[src/pkg/pfif_regs.svh]
// Register offsets, field positions and reset values of the fault/filter block
`ifndef PFIF_REGS_SVH
`define PFIF_REGS_SVH

// ****************************************************************
// Offsets (byte addresses)
// ****************************************************************
`define PFIF_OFS_STATUS 8'h74
`define PFIF_OFS_CHAN_FILT 8'h78
`define PFIF_OFS_FAULT_CTRL 8'h7c
`define PFIF_OFS_MODE 8'h80

// ****************************************************************
// Status register fields
// ****************************************************************
`define PFIF_ST_ANY_BIT 7
`define PFIF_ST_WP_ON_BIT 6
`define PFIF_ST_FIN_BIT 5

// ****************************************************************
// Fault control register fields
// ****************************************************************
`define PFIF_FC_IN_EN_LSB 0
`define PFIF_FC_FILT_EN_LSB 4
`define PFIF_FC_FAULT_FILTER_VALUE_LSB 8

// ****************************************************************
// Mode register fields
// ****************************************************************
`define PFIF_MD_FCTRL_BIT 0
`define PFIF_MD_WPOFF_BIT 2
`define PFIF_MD_POL_LSB 4

// ****************************************************************
// Reset values
// ****************************************************************
`define PFIF_RST_CHAN_FILT 16'h0000
`define PFIF_RST_FAULT_FILTER_VALUE 4'h0
`define PFIF_RST_EN 4'h0
`define PFIF_RST_POL 4'h0
`define PFIF_RST_WPOFF 1'b1

`endif

[src/pkg/pfif_pkg.sv]
// Types shared by the fault/filter block
package pfif_pkg;

  typedef struct packed {
    logic [3:0] fault_filter_value;
    logic [3:0] filt_en;
    logic [3:0] in_en;
  } pfif_fault_ctrl_t;

  typedef struct packed {
    logic [3:0] pol;
    logic wp_off;
    logic fault_ctrl_en;
  } pfif_mode_t;

  typedef enum logic {
    PFIF_BUS_IDLE = 1'b0,
    PFIF_BUS_ANSWER = 1'b1
  } pfif_bus_st_t;

endpackage : pfif_pkg

[src/core/pfif_top.sv]
// Fault flags, write protection and input filters of the PWM timer
`timescale 1ns/1ns
`include "pfif_regs.svh"

module pfif_top #(
  parameter int NFAULT = 4,
  parameter int NCHAN = 8
) (
  input wire logic i_core_clk, // System clock
  input wire logic i_srst, // Synchronous reset, high
  input wire logic [7:0] i_avs_address, // Byte address
  input wire logic i_avs_read, // Read request
  input wire logic i_avs_write, // Write request
  input wire logic [31:0] i_avs_writedata, // Write data
  input wire logic [3:0] i_avs_byteenable, // Byte lanes
  output logic [31:0] o_avs_readdata, // Read data
  output logic o_avs_waitrequest, // Stall, high
  input wire logic [NFAULT-1:0] i_fault_in, // Fault pins
  input wire logic [NCHAN-1:0] i_chan_in, // Channel input pins
  output logic [NCHAN-1:0] o_chan_filt, // Channel inputs: 3:0 filtered, upper ones only registered
  output logic [NFAULT-1:0] o_fault_flag, // Per-input fault flags
  output logic o_fault_any, // Summary fault flag
  output logic o_fault_inputs_or, // Live OR of enabled faults
  output logic o_write_protect_off, // Protection lifted
  output logic o_fault_ctrl_en // Fault control enabled
);

  // ****************************************************************
  // State
  // ****************************************************************
  pfif_pkg::pfif_bus_st_t st_ff, nxt_st;
  logic wait_ff, nxt_wait;
  logic [31:0] rdata_ff, nxt_rdata;
  logic [15:0] chan_fval_ff, nxt_chan_fval;
  pfif_pkg::pfif_fault_ctrl_t fctrl_ff, nxt_fctrl;
  pfif_pkg::pfif_mode_t mode_ff, nxt_mode;
  logic wp_arm_ff, nxt_wp_arm;
  logic [NFAULT-1:0] flag_ff, nxt_flag;
  logic [NFAULT-1:0] arm_ff, nxt_arm;
  logic arm_any_ff, nxt_arm_any;
  logic any_ff, nxt_any;
  logic fin_ff, nxt_fin;
  logic [NCHAN-1:4] chan_hi_ff, nxt_chan_hi;

  localparam int NFILT = 4 + NFAULT;
  logic [NFILT-1:0] filt_in;
  logic [NFILT-1:0] filt_out;
  logic [3:0] filt_val [NFILT];

  logic req;
  logic rd_acc;
  logic wr_acc;
  logic [NFAULT-1:0] det;
  logic [31:0] rd_mux;
  logic prot_ok;

  // ****************************************************************
  // Filters: four channels then the fault inputs
  // ****************************************************************
  always_comb begin
    filt_in[3:0] = i_chan_in[3:0];
    filt_in[NFILT-1:4] = i_fault_in ^ mode_ff.pol;
    for (int i = 0; i < 4; i++) begin
      filt_val[i] = chan_fval_ff[4*i +: 4];
    end
    for (int j = 0; j < NFAULT; j++) begin
      filt_val[4+j] = fctrl_ff.filt_en[j] ? fctrl_ff.fault_filter_value : 4'h0;
    end
  end

  genvar g;
  generate
    for (g = 0; g < NFILT; g++) begin : g_filt
      logic [3:0] cnt_ff, nxt_cnt;
      logic out_ff, nxt_out;
      always_comb begin
        nxt_cnt = 4'h0;
        nxt_out = out_ff;
        if (filt_val[g] == 4'h0) begin
          nxt_out = filt_in[g];
        end else if (filt_in[g] != out_ff) begin
          if (4'(cnt_ff + 4'h1) == filt_val[g]) begin
            nxt_out = filt_in[g];
          end else begin
            nxt_cnt = 4'(cnt_ff + 4'h1);
          end
        end
      end
      always_ff @(posedge i_core_clk) begin
        if (i_srst) begin
          cnt_ff <= 4'h0;
          out_ff <= 1'b0;
        end else begin
          cnt_ff <= nxt_cnt;
          out_ff <= nxt_out;
        end
      end
      assign filt_out[g] = out_ff;
    end
  endgenerate

  // ****************************************************************
  // Fault detection and read multiplexer
  // ****************************************************************
  always_comb begin
    det = {NFAULT{mode_ff.fault_ctrl_en}} & fctrl_ff.in_en &
          filt_out[NFILT-1:4];
    rd_mux = 32'h0000_0000;
    case (i_avs_address)
      `PFIF_OFS_STATUS: begin
        rd_mux[NFAULT-1:0] = flag_ff;
        rd_mux[`PFIF_ST_FIN_BIT] = fin_ff;
        rd_mux[`PFIF_ST_WP_ON_BIT] = ~mode_ff.wp_off;
        rd_mux[`PFIF_ST_ANY_BIT] = any_ff;
      end
      `PFIF_OFS_CHAN_FILT: rd_mux[15:0] = chan_fval_ff;
      `PFIF_OFS_FAULT_CTRL: begin
        rd_mux[`PFIF_FC_IN_EN_LSB +: 4] = fctrl_ff.in_en;
        rd_mux[`PFIF_FC_FILT_EN_LSB +: 4] = fctrl_ff.filt_en;
        rd_mux[`PFIF_FC_FAULT_FILTER_VALUE_LSB +: 4] = fctrl_ff.fault_filter_value;
      end
      `PFIF_OFS_MODE: begin
        rd_mux[`PFIF_MD_FCTRL_BIT] = mode_ff.fault_ctrl_en;
        rd_mux[`PFIF_MD_WPOFF_BIT] = mode_ff.wp_off;
        rd_mux[`PFIF_MD_POL_LSB +: 4] = mode_ff.pol;
      end
      default: rd_mux = 32'h0000_0000;
    endcase
  end

  // ****************************************************************
  // Bus slave: one wait state, action at the answer edge
  // ****************************************************************
  always_comb begin
    req = i_avs_read | i_avs_write;
    rd_acc = (st_ff == pfif_pkg::PFIF_BUS_ANSWER) & i_avs_read;
    wr_acc = (st_ff == pfif_pkg::PFIF_BUS_ANSWER) & i_avs_write;
    nxt_st = pfif_pkg::PFIF_BUS_IDLE;
    nxt_wait = 1'b1;
    nxt_rdata = 32'h0000_0000;
    case (st_ff)
      pfif_pkg::PFIF_BUS_IDLE: begin
        if (req) begin
          nxt_st = pfif_pkg::PFIF_BUS_ANSWER;
          nxt_wait = 1'b0;
          nxt_rdata = i_avs_read ? rd_mux : 32'h0000_0000;
        end
      end
      pfif_pkg::PFIF_BUS_ANSWER: nxt_st = pfif_pkg::PFIF_BUS_IDLE;
      default: nxt_st = pfif_pkg::PFIF_BUS_IDLE;
    endcase
  end

  // ****************************************************************
  // Registers, protection and fault flags
  // ****************************************************************
  always_comb begin
    nxt_chan_fval = chan_fval_ff;
    nxt_fctrl = fctrl_ff;
    nxt_mode = mode_ff;
    nxt_wp_arm = wp_arm_ff;
    nxt_arm = arm_ff;
    nxt_arm_any = arm_any_ff;
    nxt_flag = flag_ff;
    prot_ok = mode_ff.wp_off;
    nxt_chan_hi = i_chan_in[NCHAN-1:4];

    // Read-while-set arms the clear sequences
    if (rd_acc && i_avs_address == `PFIF_OFS_STATUS) begin
      nxt_arm = arm_ff | rdata_ff[NFAULT-1:0];
      nxt_arm_any = arm_any_ff | rdata_ff[`PFIF_ST_ANY_BIT];
      nxt_wp_arm = wp_arm_ff | rdata_ff[`PFIF_ST_WP_ON_BIT];
    end

    if (wr_acc) begin
      case (i_avs_address)
        `PFIF_OFS_STATUS: begin
          if (i_avs_byteenable[0]) begin
            if (i_avs_writedata[`PFIF_ST_WP_ON_BIT]) begin
              nxt_mode.wp_off = 1'b0;
              nxt_wp_arm = 1'b0;
            end
            if (!i_avs_writedata[`PFIF_ST_ANY_BIT] && arm_any_ff &&
                det == '0) begin
              nxt_flag = '0;
              nxt_arm = '0;
              nxt_arm_any = 1'b0;
            end
            for (int j = 0; j < NFAULT; j++) begin
              if (!i_avs_writedata[j] && arm_ff[j] && !det[j]) begin
                nxt_flag[j] = 1'b0;
                nxt_arm[j] = 1'b0;
              end
            end
          end
        end
        `PFIF_OFS_CHAN_FILT: begin
          if (i_avs_byteenable[0]) begin
            nxt_chan_fval[7:0] = i_avs_writedata[7:0];
          end
          if (i_avs_byteenable[1]) begin
            nxt_chan_fval[15:8] = i_avs_writedata[15:8];
          end
        end
        `PFIF_OFS_FAULT_CTRL: begin
          if (i_avs_byteenable[0] && prot_ok) begin
            nxt_fctrl.in_en = i_avs_writedata[`PFIF_FC_IN_EN_LSB +: 4];
            nxt_fctrl.filt_en = i_avs_writedata[`PFIF_FC_FILT_EN_LSB +: 4];
          end
          if (i_avs_byteenable[1]) begin
            nxt_fctrl.fault_filter_value = i_avs_writedata[`PFIF_FC_FAULT_FILTER_VALUE_LSB +: 4];
          end
        end
        `PFIF_OFS_MODE: begin
          if (i_avs_byteenable[0]) begin
            if (prot_ok) begin
              nxt_mode.fault_ctrl_en = i_avs_writedata[`PFIF_MD_FCTRL_BIT];
              nxt_mode.pol = i_avs_writedata[`PFIF_MD_POL_LSB +: 4];
            end
            if (i_avs_writedata[`PFIF_MD_WPOFF_BIT] && wp_arm_ff) begin
              nxt_mode.wp_off = 1'b1;
              nxt_wp_arm = 1'b0;
            end
          end
        end
        default: nxt_mode = mode_ff;
      endcase
    end

    // A detected fault sets its flag and restarts the sequences
    for (int j = 0; j < NFAULT; j++) begin
      if (det[j]) begin
        nxt_flag[j] = 1'b1;
        nxt_arm[j] = 1'b0;
      end
    end
    if (det != '0) begin
      nxt_arm_any = 1'b0;
    end
    nxt_any = |nxt_flag;
    nxt_fin = |det;
  end

  always_ff @(posedge i_core_clk) begin
    if (i_srst) begin
      st_ff <= pfif_pkg::PFIF_BUS_IDLE;
      wait_ff <= 1'b1;
      rdata_ff <= 32'h0000_0000;
      chan_fval_ff <= `PFIF_RST_CHAN_FILT;
      fctrl_ff.fault_filter_value <= `PFIF_RST_FAULT_FILTER_VALUE;
      fctrl_ff.filt_en <= `PFIF_RST_EN;
      fctrl_ff.in_en <= `PFIF_RST_EN;
      mode_ff.pol <= `PFIF_RST_POL;
      mode_ff.wp_off <= `PFIF_RST_WPOFF;
      mode_ff.fault_ctrl_en <= 1'b0;
      wp_arm_ff <= 1'b0;
      arm_ff <= '0;
      arm_any_ff <= 1'b0;
      flag_ff <= '0;
      any_ff <= 1'b0;
      fin_ff <= 1'b0;
      chan_hi_ff <= '0;
    end else begin
      st_ff <= nxt_st;
      wait_ff <= nxt_wait;
      rdata_ff <= nxt_rdata;
      chan_fval_ff <= nxt_chan_fval;
      fctrl_ff <= nxt_fctrl;
      mode_ff <= nxt_mode;
      wp_arm_ff <= nxt_wp_arm;
      arm_ff <= nxt_arm;
      arm_any_ff <= nxt_arm_any;
      flag_ff <= nxt_flag;
      any_ff <= nxt_any;
      fin_ff <= nxt_fin;
      chan_hi_ff <= nxt_chan_hi;
    end
  end

  // ****************************************************************
  // Outputs
  // ****************************************************************
  always_comb begin
    o_avs_waitrequest = wait_ff;
    o_avs_readdata = rdata_ff;
    o_chan_filt = {chan_hi_ff, filt_out[3:0]};
    o_fault_flag = flag_ff;
    o_fault_any = any_ff;
    o_fault_inputs_or = fin_ff;
    o_write_protect_off = mode_ff.wp_off;
    o_fault_ctrl_en = mode_ff.fault_ctrl_en;
  end

endmodule : pfif_top

[config.mk]
export PLATFORM = sky130hd
export DESIGN_NAME = pfif_top
export DESIGN_NICKNAME = d
export VERILOG_FILES = /design/src/pkg/pfif_pkg.sv /design/src/core/pfif_top.sv
export VERILOG_INCLUDE_DIRS = /design/src /design/src/pkg
export SDC_FILE = /design/constraint.sdc
export NUM_CORES = 1
export LEC_CHECK = 0
export BUFFER_PORTS_ARGS = -buffer_cell sky130_fd_sc_hd__buf_2
export CORE_UTILIZATION = 49
export CTS_CLUSTER_DIAMETER = 150
export DETAILED_ROUTE_END_ITERATION = 7
export GPL_ROUTABILITY_DRIVEN = 0
export GPL_TIMING_DRIVEN = 0
export PLACE_DENSITY = 0.7
export SYNTH_ARGS = -nofsm -noshare
export SYNTH_HDL_FRONTEND = slang
export SYNTH_SLANG_ARGS = --single-unit
[constraint.sdc]
create_clock -name i_core_clk -period 2.3 [get_ports i_core_clk]
set_clock_uncertainty 0.1 [all_clocks]
set_input_delay 0.46 -clock i_core_clk [delete_from_list [all_inputs] [get_ports i_core_clk]]
set_output_delay 0.46 -clock i_core_clk [all_outputs]
set_load 0.005 [all_outputs]
# Yosys cells after proc, flatten, opt, wreduce, memory -nomap -nowiden
# Cells that the tools add are included.
totals:
  register_bits: 124
  latch_bits: 0
  mem_bits_rw: 0
  romBits: 0
  inputBits: 60
  output_inout_bits: 49
  wordCells: 252
  mem_count: 0
op_classes:
  add_sub_neg: 8
  multipliers: 0
  n_div: 0
  magnitude_cmp: 0
  n_eq_ne: 24
  shifts: 0
  muxes: 77
  bitwise: 22
  reduce_logical: 82
op_table:
  columns: ["cell", "count"]
  rows:
  - ["1-bit 2-to-1 mux", 53]
  - ["4-bit 2-to-1 mux", 13]
  - ["4-bit OR reduction", 11]
  - ["4-bit zero test", 9]
  - ["2-bit nonzero test", 17]
  - ["4-bit by 1-bit adder with 4-bit output, second input constant", 8]
  - ["4-bit equality test", 8]
  - ["8-bit by 7-bit equality test with 1-bit output, second input constant", 3]
  - ["2-bit AND reduction", 8]
  - ["1-bit logical AND", 13]
  - ["1-bit inverter", 13]
  - ["3-bit case mux with 4 select lines", 1]
  - ["3-bit AND reduction", 4]
  - ["2-bit OR reduction", 6]
  - ["1-bit zero test", 9]
  - ["1-bit case mux with 3 select lines", 3]
  - ["4-bit bitwise AND", 2]
  - ["8-bit equality test, second input constant", 1]
  - ["1-bit != test", 8]
  - ["2-bit != test, second input constant", 4]
  - ["1-bit case mux with 4 select lines", 2]
  - ["4-bit case mux with 2 select lines", 1]
  - ["1-bit case mux with 2 select lines", 3]
  - ["6-bit AND reduction", 1]
  - ["other kinds (9)", 12]

# Depth between registers and ports, before layout
# Gate-level depths: netlist (run 1).
logic_depth:
  depth_word: 11
  depth_mapped: 7
  depth_no_buf: 6

# Worst setup path before layout (run 1)
# Ideal clock, no wire load.
synth_path:
  path_type: "input -> register"
  startpoint: "input port i_avs_address[2]"
  endpoint: "register mode_ff[2] (netlist name)"
  setup_time_ns: 0.128
  t_arrival_ns: 1.679
  t_required_ns: 2.072
  slack_ns: 0.394
  cell_stages: 7
  path_buffers: 2
  cell_sequence: "buf_2 > nor4_1 > and2_1 > buf_2 > nand3_1 > mux2i_1 > nor2_1"
synth_between:
  elab_chain_cells: 2
synth_rtl:
  columns: ["element", "line", "source"]
  rows:
  - ["from (decl)", "pfif_top.sv:11", "input wire logic [7:0] i_avs_address,"]
  - ["8-bit equality test", "pfif_top.sv:176", "case (i_avs_address)"]
  - ["4-bit AND reduction (no source line)", null, null]
  - ["to (signal assigned)", "pfif_top.sv:269", "mode_ff <= nxt_mode;"]
  - ["to (decl)", "pfif_top.sv:36", "pfif_pkg::pfif_mode_t mode_ff, nxt_mode;"]
# No other way between the ends.
# A chain may end at the register's enable or synchronous reset.

# Worst setup path after layout (run 1)
layout_path:
  startpoint: "input port i_avs_address[7]"
  endpoint: "register rdata_ff[4], in the netlist o_avs_readdata[4]"
layout_between:
  elab_chain_cells: 2
  word_cells_on_any_way: 4
  classes_between: "eq/ne: 3; mux: 1"
layout_rtl:
  columns: ["element", "line", "source"]
  rows:
  - ["8-bit equality test or 8-bit by 7-bit equality test with 1-bit output (tied branches)", "pfif_top.sv:109", "case (i_avs_address)"]
  - ["1-bit case mux with 3 select lines (*)", "pfif_top.sv:109", null]
  - ["to (signal assigned)", "pfif_top.sv:266", "rdata_ff <= nxt_rdata;"]
  - ["to (decl)", "pfif_top.sv:33", "logic [31:0] rdata_ff, nxt_rdata;"]
# Every way passes the cells marked *; elsewhere a longest branch is shown, timed or not.

==> results.md, run 1 <==
- Port Buffers: 71
- P_sw: 780 µW
- Status: finished, final reports clean
- Initial drt markers: 175
- WL/cell: 14.9 µm
- Global route total overflow: 0
- CP startpoint kind: primary input
- Synth cell types: 45
- Slew Limit Fails: 0
- CTS root buffer: clkbuf_8
- Final setup vio count: 0
- Clock sinks: 108
- Worst skew pair latency: 360 ps
- Fin nets: 689
- Drt drc: 0
- Tcrit/Tclk final: 0.926
- Antenna Cells: 0
- Synth Register Bits: 108
- Die width: 101 µm
- First-pass GRT wire length: 17900 µm
- Crit-path max FO: 10
- DIE HEIGHT: 101 µm
- Number of buffers created by CTS: 9
- Vias after detailed routing: 4002
- Worst Tran Pin Value: 777 ps
- Count of final hold-check violations: 0
- DP HPWL: 8550 µm
- Fillers: 827
- XOR/XNOR Fraction of Synth Area: 0.127
- # rows: 35
- WP data required: 2450 ps
- CTS resizes: 0
- Non-filler cells, final: 755
- Post-Place Cells: 739
- Worst hold path type: primary input to flop
- Clock share of power: 0.402
- Cell Area, Synth: 4850 µm²
- Pwr per Cell Area: 613 nW/µm²
- Power consumption: 3470 µW
- Synth Area in Simple Gates: 0.185
- Post-CTS Setup Bufs: 0
- Largest net degree at the start of global routing: 19
- Adder-cell share of the synthesized area: 0.0206
- Largest family of logic cells by synthesized area: simple AND/OR/NAND/NOR gates
- GRT Overall Usage: 0.226
- Starting density of the core: 0.515
- Internal power: 2690 µW
- Longest Clk Path Bufs: 2
- CP Data Arrival Time: 2280 ps
- Syn avg cell area: 9.26 µm²
- Proportion of synthesized chip area in sequential cells: 0.446
- I/O pin cnt: 109
- Critical path endpoint category: flop
- Vias in the first global route: 3720
- Slack of the critical path: 170 ps
- Worst VDD drop: 335 µV
- DRT Wirelength: 11300 µm
- H-tree levels: 3
- Register share of total power: 0.545
- Slew margin rel.: 0.480
- Sw Share: 0.224
- Synth Flop Type: dfxtp_1
- P_leak: 0.00241 µW
- Share of cells above drive strength 1: 0.206
- Logic pwr share: 0.053
- Dpl ws: -145 ps
- Post-CTS Hold Buffers: 0
- Max-Cap Viols: 0
- Post-synth EDFFs: 0
- Compound-cell area share of the yosys netlist: 0.111
- Yosys warns: 0
- TritonCTS clock tree: built
- Mux contribution to synthesized area: 0.0500
- CORE AREA: 9420 µm²
- Vias per cell: 5.30
- Clock slew at reported path FFs: 100 ps
- Remaining antenna violation count after routing: 0
- Fmax: 469 MHz
- Area Overhead vs Synth: 16.9%
- Min Tclk post-route: 2130 ps
- Post-Synthesis Cells: 524
- Initial antenna violation count: 0
- Async SR Flop Fraction: 0
- CP Class: primary input to flop
- Unrepaired setup endpoints after global routing: false
- Die Area: 10300 µm²
- DRT Pass-1 Iters: 6
[final timing paths]
| check | slack, ps | depth (start not counted) | from | end |
|---|---|---|---|---|
| min | 200 | 2 | i_chan_in[5] | chan_hi_ff[5] |
| min reg2reg | 380 | 1 | g_filt[3].cnt_ff[0] | g_filt[3].cnt_ff[0] |
| max reg2reg | 280 | 6 | g_filt[4].cnt_ff[0] | g_filt[4].out_ff |
| max | 170 | 7 | i_avs_address[7] | o_avs_readdata[4] |
[critical path: stages]
cell	delay, ps
buf_2	100
and4b_1	230
buf_2	190
nand3_1	130
nor2_1	630
a222oi_1	190
nor3_1	350
[cell type report]
type	count	area, µm²	area share
clock buffers	9	124	0.0218
well taps	129	161	0.0285
flip-flops and latches	108	2160	0.381
inverters	9	33.8	0.00596
clock inverters	7	123	0.0216
plain buffers	41	253	0.0446
multi-input cells	381	2460	0.434
repair buffers	71	355	0.0627
[sequential cells by signal, indices dropped and copies added (netlist names), 4 cells and up]
signal / count
chan_fval_ff: 16
arm_ff: 4
o_fault_flag: 4
mode_ff: 4
g_filt.cnt_ff: 32
g_filt.out_ff: 8
chan_hi_ff: 4
o_avs_readdata: 16
fctrl_ff: 12
[metal layers]
layer / up-vias / wire, µm / share of wire / track usage
li1: 1979 / - / - / -
met4: 0 / 212 / 0.019 / 0.0792
met3: 19 / 608 / 0.054 / 0.0373
met2: 140 / 5260 / 0.47 / 0.377
met5: - / 0 / 0 / 0
met1: 1864 / 5190 / 0.46 / 0.296
[cell usage in the layout (no fill, tap or decap), types with 10 or more instances in the layout]
| cell | count |
|---|---|
| buf_2 | 78 |
| nor2_1 | 80 |
| o21ai_0 | 18 |
| xor2_1 | 21 |
| mux2i_1 | 22 |
| and3_1 | 15 |
| conb_1 | 16 |
| nand2_1 | 28 |
| a21oi_1 | 35 |
| xnor2_1 | 39 |
| buf_4 | 22 |
| clkbuf_1 | 10 |
| nand3_1 | 12 |
| a31oi_1 | 10 |
| dfxtp_1 | 108 |
[power groups by stage]
stage	Clock, µW	Sequential [µW]	Combinational [µW]
finish	1400	1900	182
floorplan	0	1940	98.9
CTS	1400	1890	181
global route	1490	1900	200
detailed placement	0	1940	180
global placement	0	1940	177
[cell usage after synthesis, types with 2 or more instances]
library cell / n / area (µm²)
dfxtp_1: 108 / 2160
nor2_1: 80 / 300
xnor2_1: 39 / 342
a21oi_1: 35 / 175
nand2_1: 28 / 105
buf_4: 22 / 165
mux2i_1: 22 / 220
xor2_1: 21 / 184
o21ai_0: 18 / 90.1
and3_1: 15 / 93.8
nand3_1: 12 / 60.1
a31oi_1: 10 / 62.6
clkbuf_1: 10 / 37.5
inv_1: 9 / 33.8
nand4_1: 9 / 56.3
nor4_1: 9 / 56.3
ha_1: 8 / 100
buf_2: 7 / 35.0
a222oi_1: 6 / 60.1
a22oi_1: 6 / 45.0
and2_1: 5 / 31.3
nor2b_1: 5 / 31.3
a21o_1: 4 / 30.0
nand2b_1: 4 / 25.0
xnor3_1: 4 / 90.1
a31o_2: 3 / 26.3
nor3_1: 3 / 15.0
or4_4: 3 / 33.8
a22o_1: 2 / 17.5
mux2_2: 2 / 22.5
[stage by stage]
step | area, µm² | hold slack (ps) | TNS (ps) | util
after detailed placement | 5420 | 361 | -1400 | 0.576
after floorplan | 4910 | 337 | 0 | -
after CTS | 5670 | 191 | 0 | 0.602
after global placement | 5420 | 351 | -1420 | 0.576
after global routing | 5670 | 188 | 0 | 0.602
final | 5670 | 198 | 0 | 0.602
[logic make-up after synthesis]
family | count (synthesis)
AO/OA/AOI/OAI | 87
XOR/XNOR | 64
adder cells (fa/ha/maj) | 8
buffers and inverters | 50
flip-flops | 108
multiplexers | 24
other | 1
AND/OR/NAND/NOR | 182
No activity file was read; power rests on OpenSTA's default activity.
==> inputs of run 2 (changes only) <==
Settings changed: CELL_PAD_IN_SITES_DETAIL_PLACEMENT from default to 0, CELL_PAD_IN_SITES_GLOBAL_PLACEMENT from default to 1, CORE_UTILIZATION 49 to 41, PLACE_DENSITY 0.7 to 0.77.
==> run 2 against run 1 <==
Highest routed layer unchanged; critical path depth fell by 3; fmax rose by 0.92%; final cell count rose by 1.9%; routed wire length rose by 3.6%; global-route usage fell by 2.7 points; critical path type unchanged; clock-buffer cell count rose by 1; first-iteration DRC count rose by 12%; sequential power barely moved; setup slack improved by 19 ps; sequential share of layout area fell by 0.95 points.
==> results.md, run 2 (same netlist as run 1, synthesis figures left out) <==
- Crit path buf inv count: 3 (+1)
- Unrepaired setup endpoints after global routing: false
- TritonCTS clock tree: built
- CP Data Arrival Time: 2220 ps (-60 ps)
- Critical path's largest stage delay: 700 ps (+70 ps)
- CP startpoint kind: primary input
- Final setup vio count: 0 (unchanged)
- Hold path start: i_chan_in[5]
- Fillers: 1112 (+34%)
- Vias after detailed routing: 4014 (+0.30%)
- Global route total overflow: 0 (unchanged)
- Pwr per Cell Area: 683 nW/µm² (+11%)
- I/O pin cnt: 109 (unchanged)
- Slew Limit Fails: 0 (unchanged)
- Die width: 111 µm (+9.1%)
- DRT Wirelength: 11700 µm (+3.6%)
- H-tree levels: 3 (unchanged)
- WP data required: 2400 ps (-50 ps)
- Top reg by flops: g_filt.cnt_ff
- Largest net degree at the start of global routing: 18 (-1)
- Drt drc: 0 (unchanged)
- Slew margin rel.: 0.429 (-0.0507)
- # rows: 39 (+11%)
- DP HPWL: 8840 µm (+3.3%)
- Max FFs per register: 32 (unchanged)
- DRT Pass-1 Iters: 5 (-1)
- Fin nets: 689 (unchanged)
- CORE AREA: 11500 µm² (+22%)
- Share of cells above drive strength 1: 0.206 (unchanged)
- Commonest cells after routing, fill and taps aside: 108 x dfxtp_1, 80 x nor2_1, 78 x buf_2
- Reg-to-reg startpoint: g_filt[4].cnt_ff[0]
- Tcrit/Tclk final: 0.918 (-0.00845)
- Family with the most delay on the worst path: buffers and inverters
- Die Area: 12300 µm² (+19%)
- Clock slew at reported path FFs: 70 ps (-30 ps)
- Critical path's slowest cell: clkbuf_1
- Worst hold path depth: 2 (unchanged)
- Vias per cell: 5.22 (-1.5%)
- Fmax: 474 MHz (+0.92%)
- Crit-path max FO: 10 (unchanged)
- Initial antenna violation count: 0 (unchanged)
- Worst VDD drop: 349 µV (+4.2%)
- Starting density of the core: 0.423 (-0.0922)
- Count of final hold-check violations: 0 (unchanged)
- Vias in the first global route: 3838 (+3.2%)
- P_leak: 0.00247 µW (+2.4%)
- First-pass GRT wire length: 19200 µm (+7.6%)
- Status: finished, final reports clean
- Initial drt markers: 196 (+12%)
- Remaining antenna violation count after routing: 0 (unchanged)
- Worst skew pair latency: 350 ps (about the same)
- Clock sinks: 108 (unchanged)
- CP Class: primary input to flop
- Port Buffers: 71 (unchanged)
- Post-CTS Setup Bufs: 0 (unchanged)
- DIE HEIGHT: 111 µm (+9.1%)
- Max-Cap Viols: 0 (unchanged)
- Commonest non-fill, non-tap cell in the layout: dfxtp_1
- Slack of the critical path: 189 ps (+19.4 ps)
- Area Overhead vs Synth: 19.9%
- Antenna Cells: 0 (unchanged)
- Number of buffers created by CTS: 9 (unchanged)
- WL/cell: 15.2 µm (+1.7%)
- Longest Clk Path Bufs: 2 (unchanged)
- Worst Tran Pin Value: 856 ps (+79.0 ps)
- Most used cell, CP: clkbuf_1
- CTS resizes: 0 (unchanged)
- Power consumption: 3970 µW (+14%)
- GRT Overall Usage: 0.199 (-0.0273)
- R2r setup slk: 290 ps (about the same)
- Hold worst-path end: chan_hi_ff[5]
- Worst hold path type: primary input to flop
- Critical path endpoint category: flop
- Min Tclk post-route: 2110 ps (-19.4 ps)
- Post-CTS Hold Buffers: 0 (unchanged)
- Worst-path cell chain: clkbuf_1, buf_1, clkbuf_1, nor2_1
- CTS root buffer: clkbuf_16
- Worst r2r dst: g_filt[4].out_ff
- Dpl ws: -168 ps (-23.6 ps)
- Cells on worst reg2reg path: 6 (unchanged)
-- run 2: cell types whose count changed in the layout (fill, tap and decap cells not counted), sizes merged --
cell,before,now
inv,10,9
clkbuf,19,20
clkinv,1,0
bufinv,3,4
-- run 2: metal layers --
metal  GRT usage  routed length [µm]  vias up  part of all wire
li1            -                   -     1983                 -
met1       0.254                5480     1907              0.47
met2       0.324                5410      106              0.46
met3      0.0416                 520       18             0.045
met4      0.0844                 263        0             0.023
met5           0                   0        -                 0
-- run 2: worst max path at each step --
stage                  endpoint  depth (start not counted)        startpoint  slack (ps)
2_1_floorplan        mode_ff[2]                          7  i_avs_address[2]         390
3_3_place_gp       fctrl_ff[11]                          4            i_srst        -190
3_5_place_dp   g_filt[0].out_ff                          4            i_srst        -170
4_1_cts        g_filt[3].out_ff                          4            i_srst         190
5_1_grt        g_filt[3].out_ff                          4            i_srst         100
6_report       g_filt[3].out_ff                          4            i_srst         190
-- run 2: metrics by stage --
| step | hold slack, ps | utilization | setup TNS [ps] | cell area, µm² | std cells |
|---|---|---|---|---|---|
| 2_1_floorplan | 337 | - | 0 | 4910 | 539 |
| 3_3_place_gp | 353 | 0.475 | -1910 | 5440 | 753 |
| 3_5_place_dp | 360 | 0.475 | -1610 | 5440 | 753 |
| 4_1_cts | 209 | 0.507 | 0 | 5820 | 769 |
| 5_1_grt | 215 | 0.507 | 0 | 5820 | 769 |
| 6_report | 219 | 0.507 | 0 | 5820 | 769 |
-- run 2: cell type report --
cell class              count  area [µm²]  area share
plain buffers              41         253      0.0435
clock buffers              10         239      0.0411
clock inverters             6         135      0.0232
inverters                   9        33.8     0.00581
multi-input cells         381        2460       0.423
flip-flops and latches    108        2160       0.372
well taps                 143         179      0.0308
repair buffers             71         355      0.0611
-- run 2: power by group --
group | total, µW | leakage, µW | switching (µW) | internal [µW]
Sequential | 1890 | 0.000873 | 11.7 | 1880
Clock | 1900 | 0.000175 | 692 | 1200
Combinational | 183 | 0.00142 | 101 | 82.8
-- run 2: worst register-to-register path, cell delays in order, from the launching register on --
cell and delay, ps:
dfxtp_1 340, ha_1 210, xnor2_1 260, xnor2_1 100, or4_4 550, a31o_2 260, a21oi_1 130
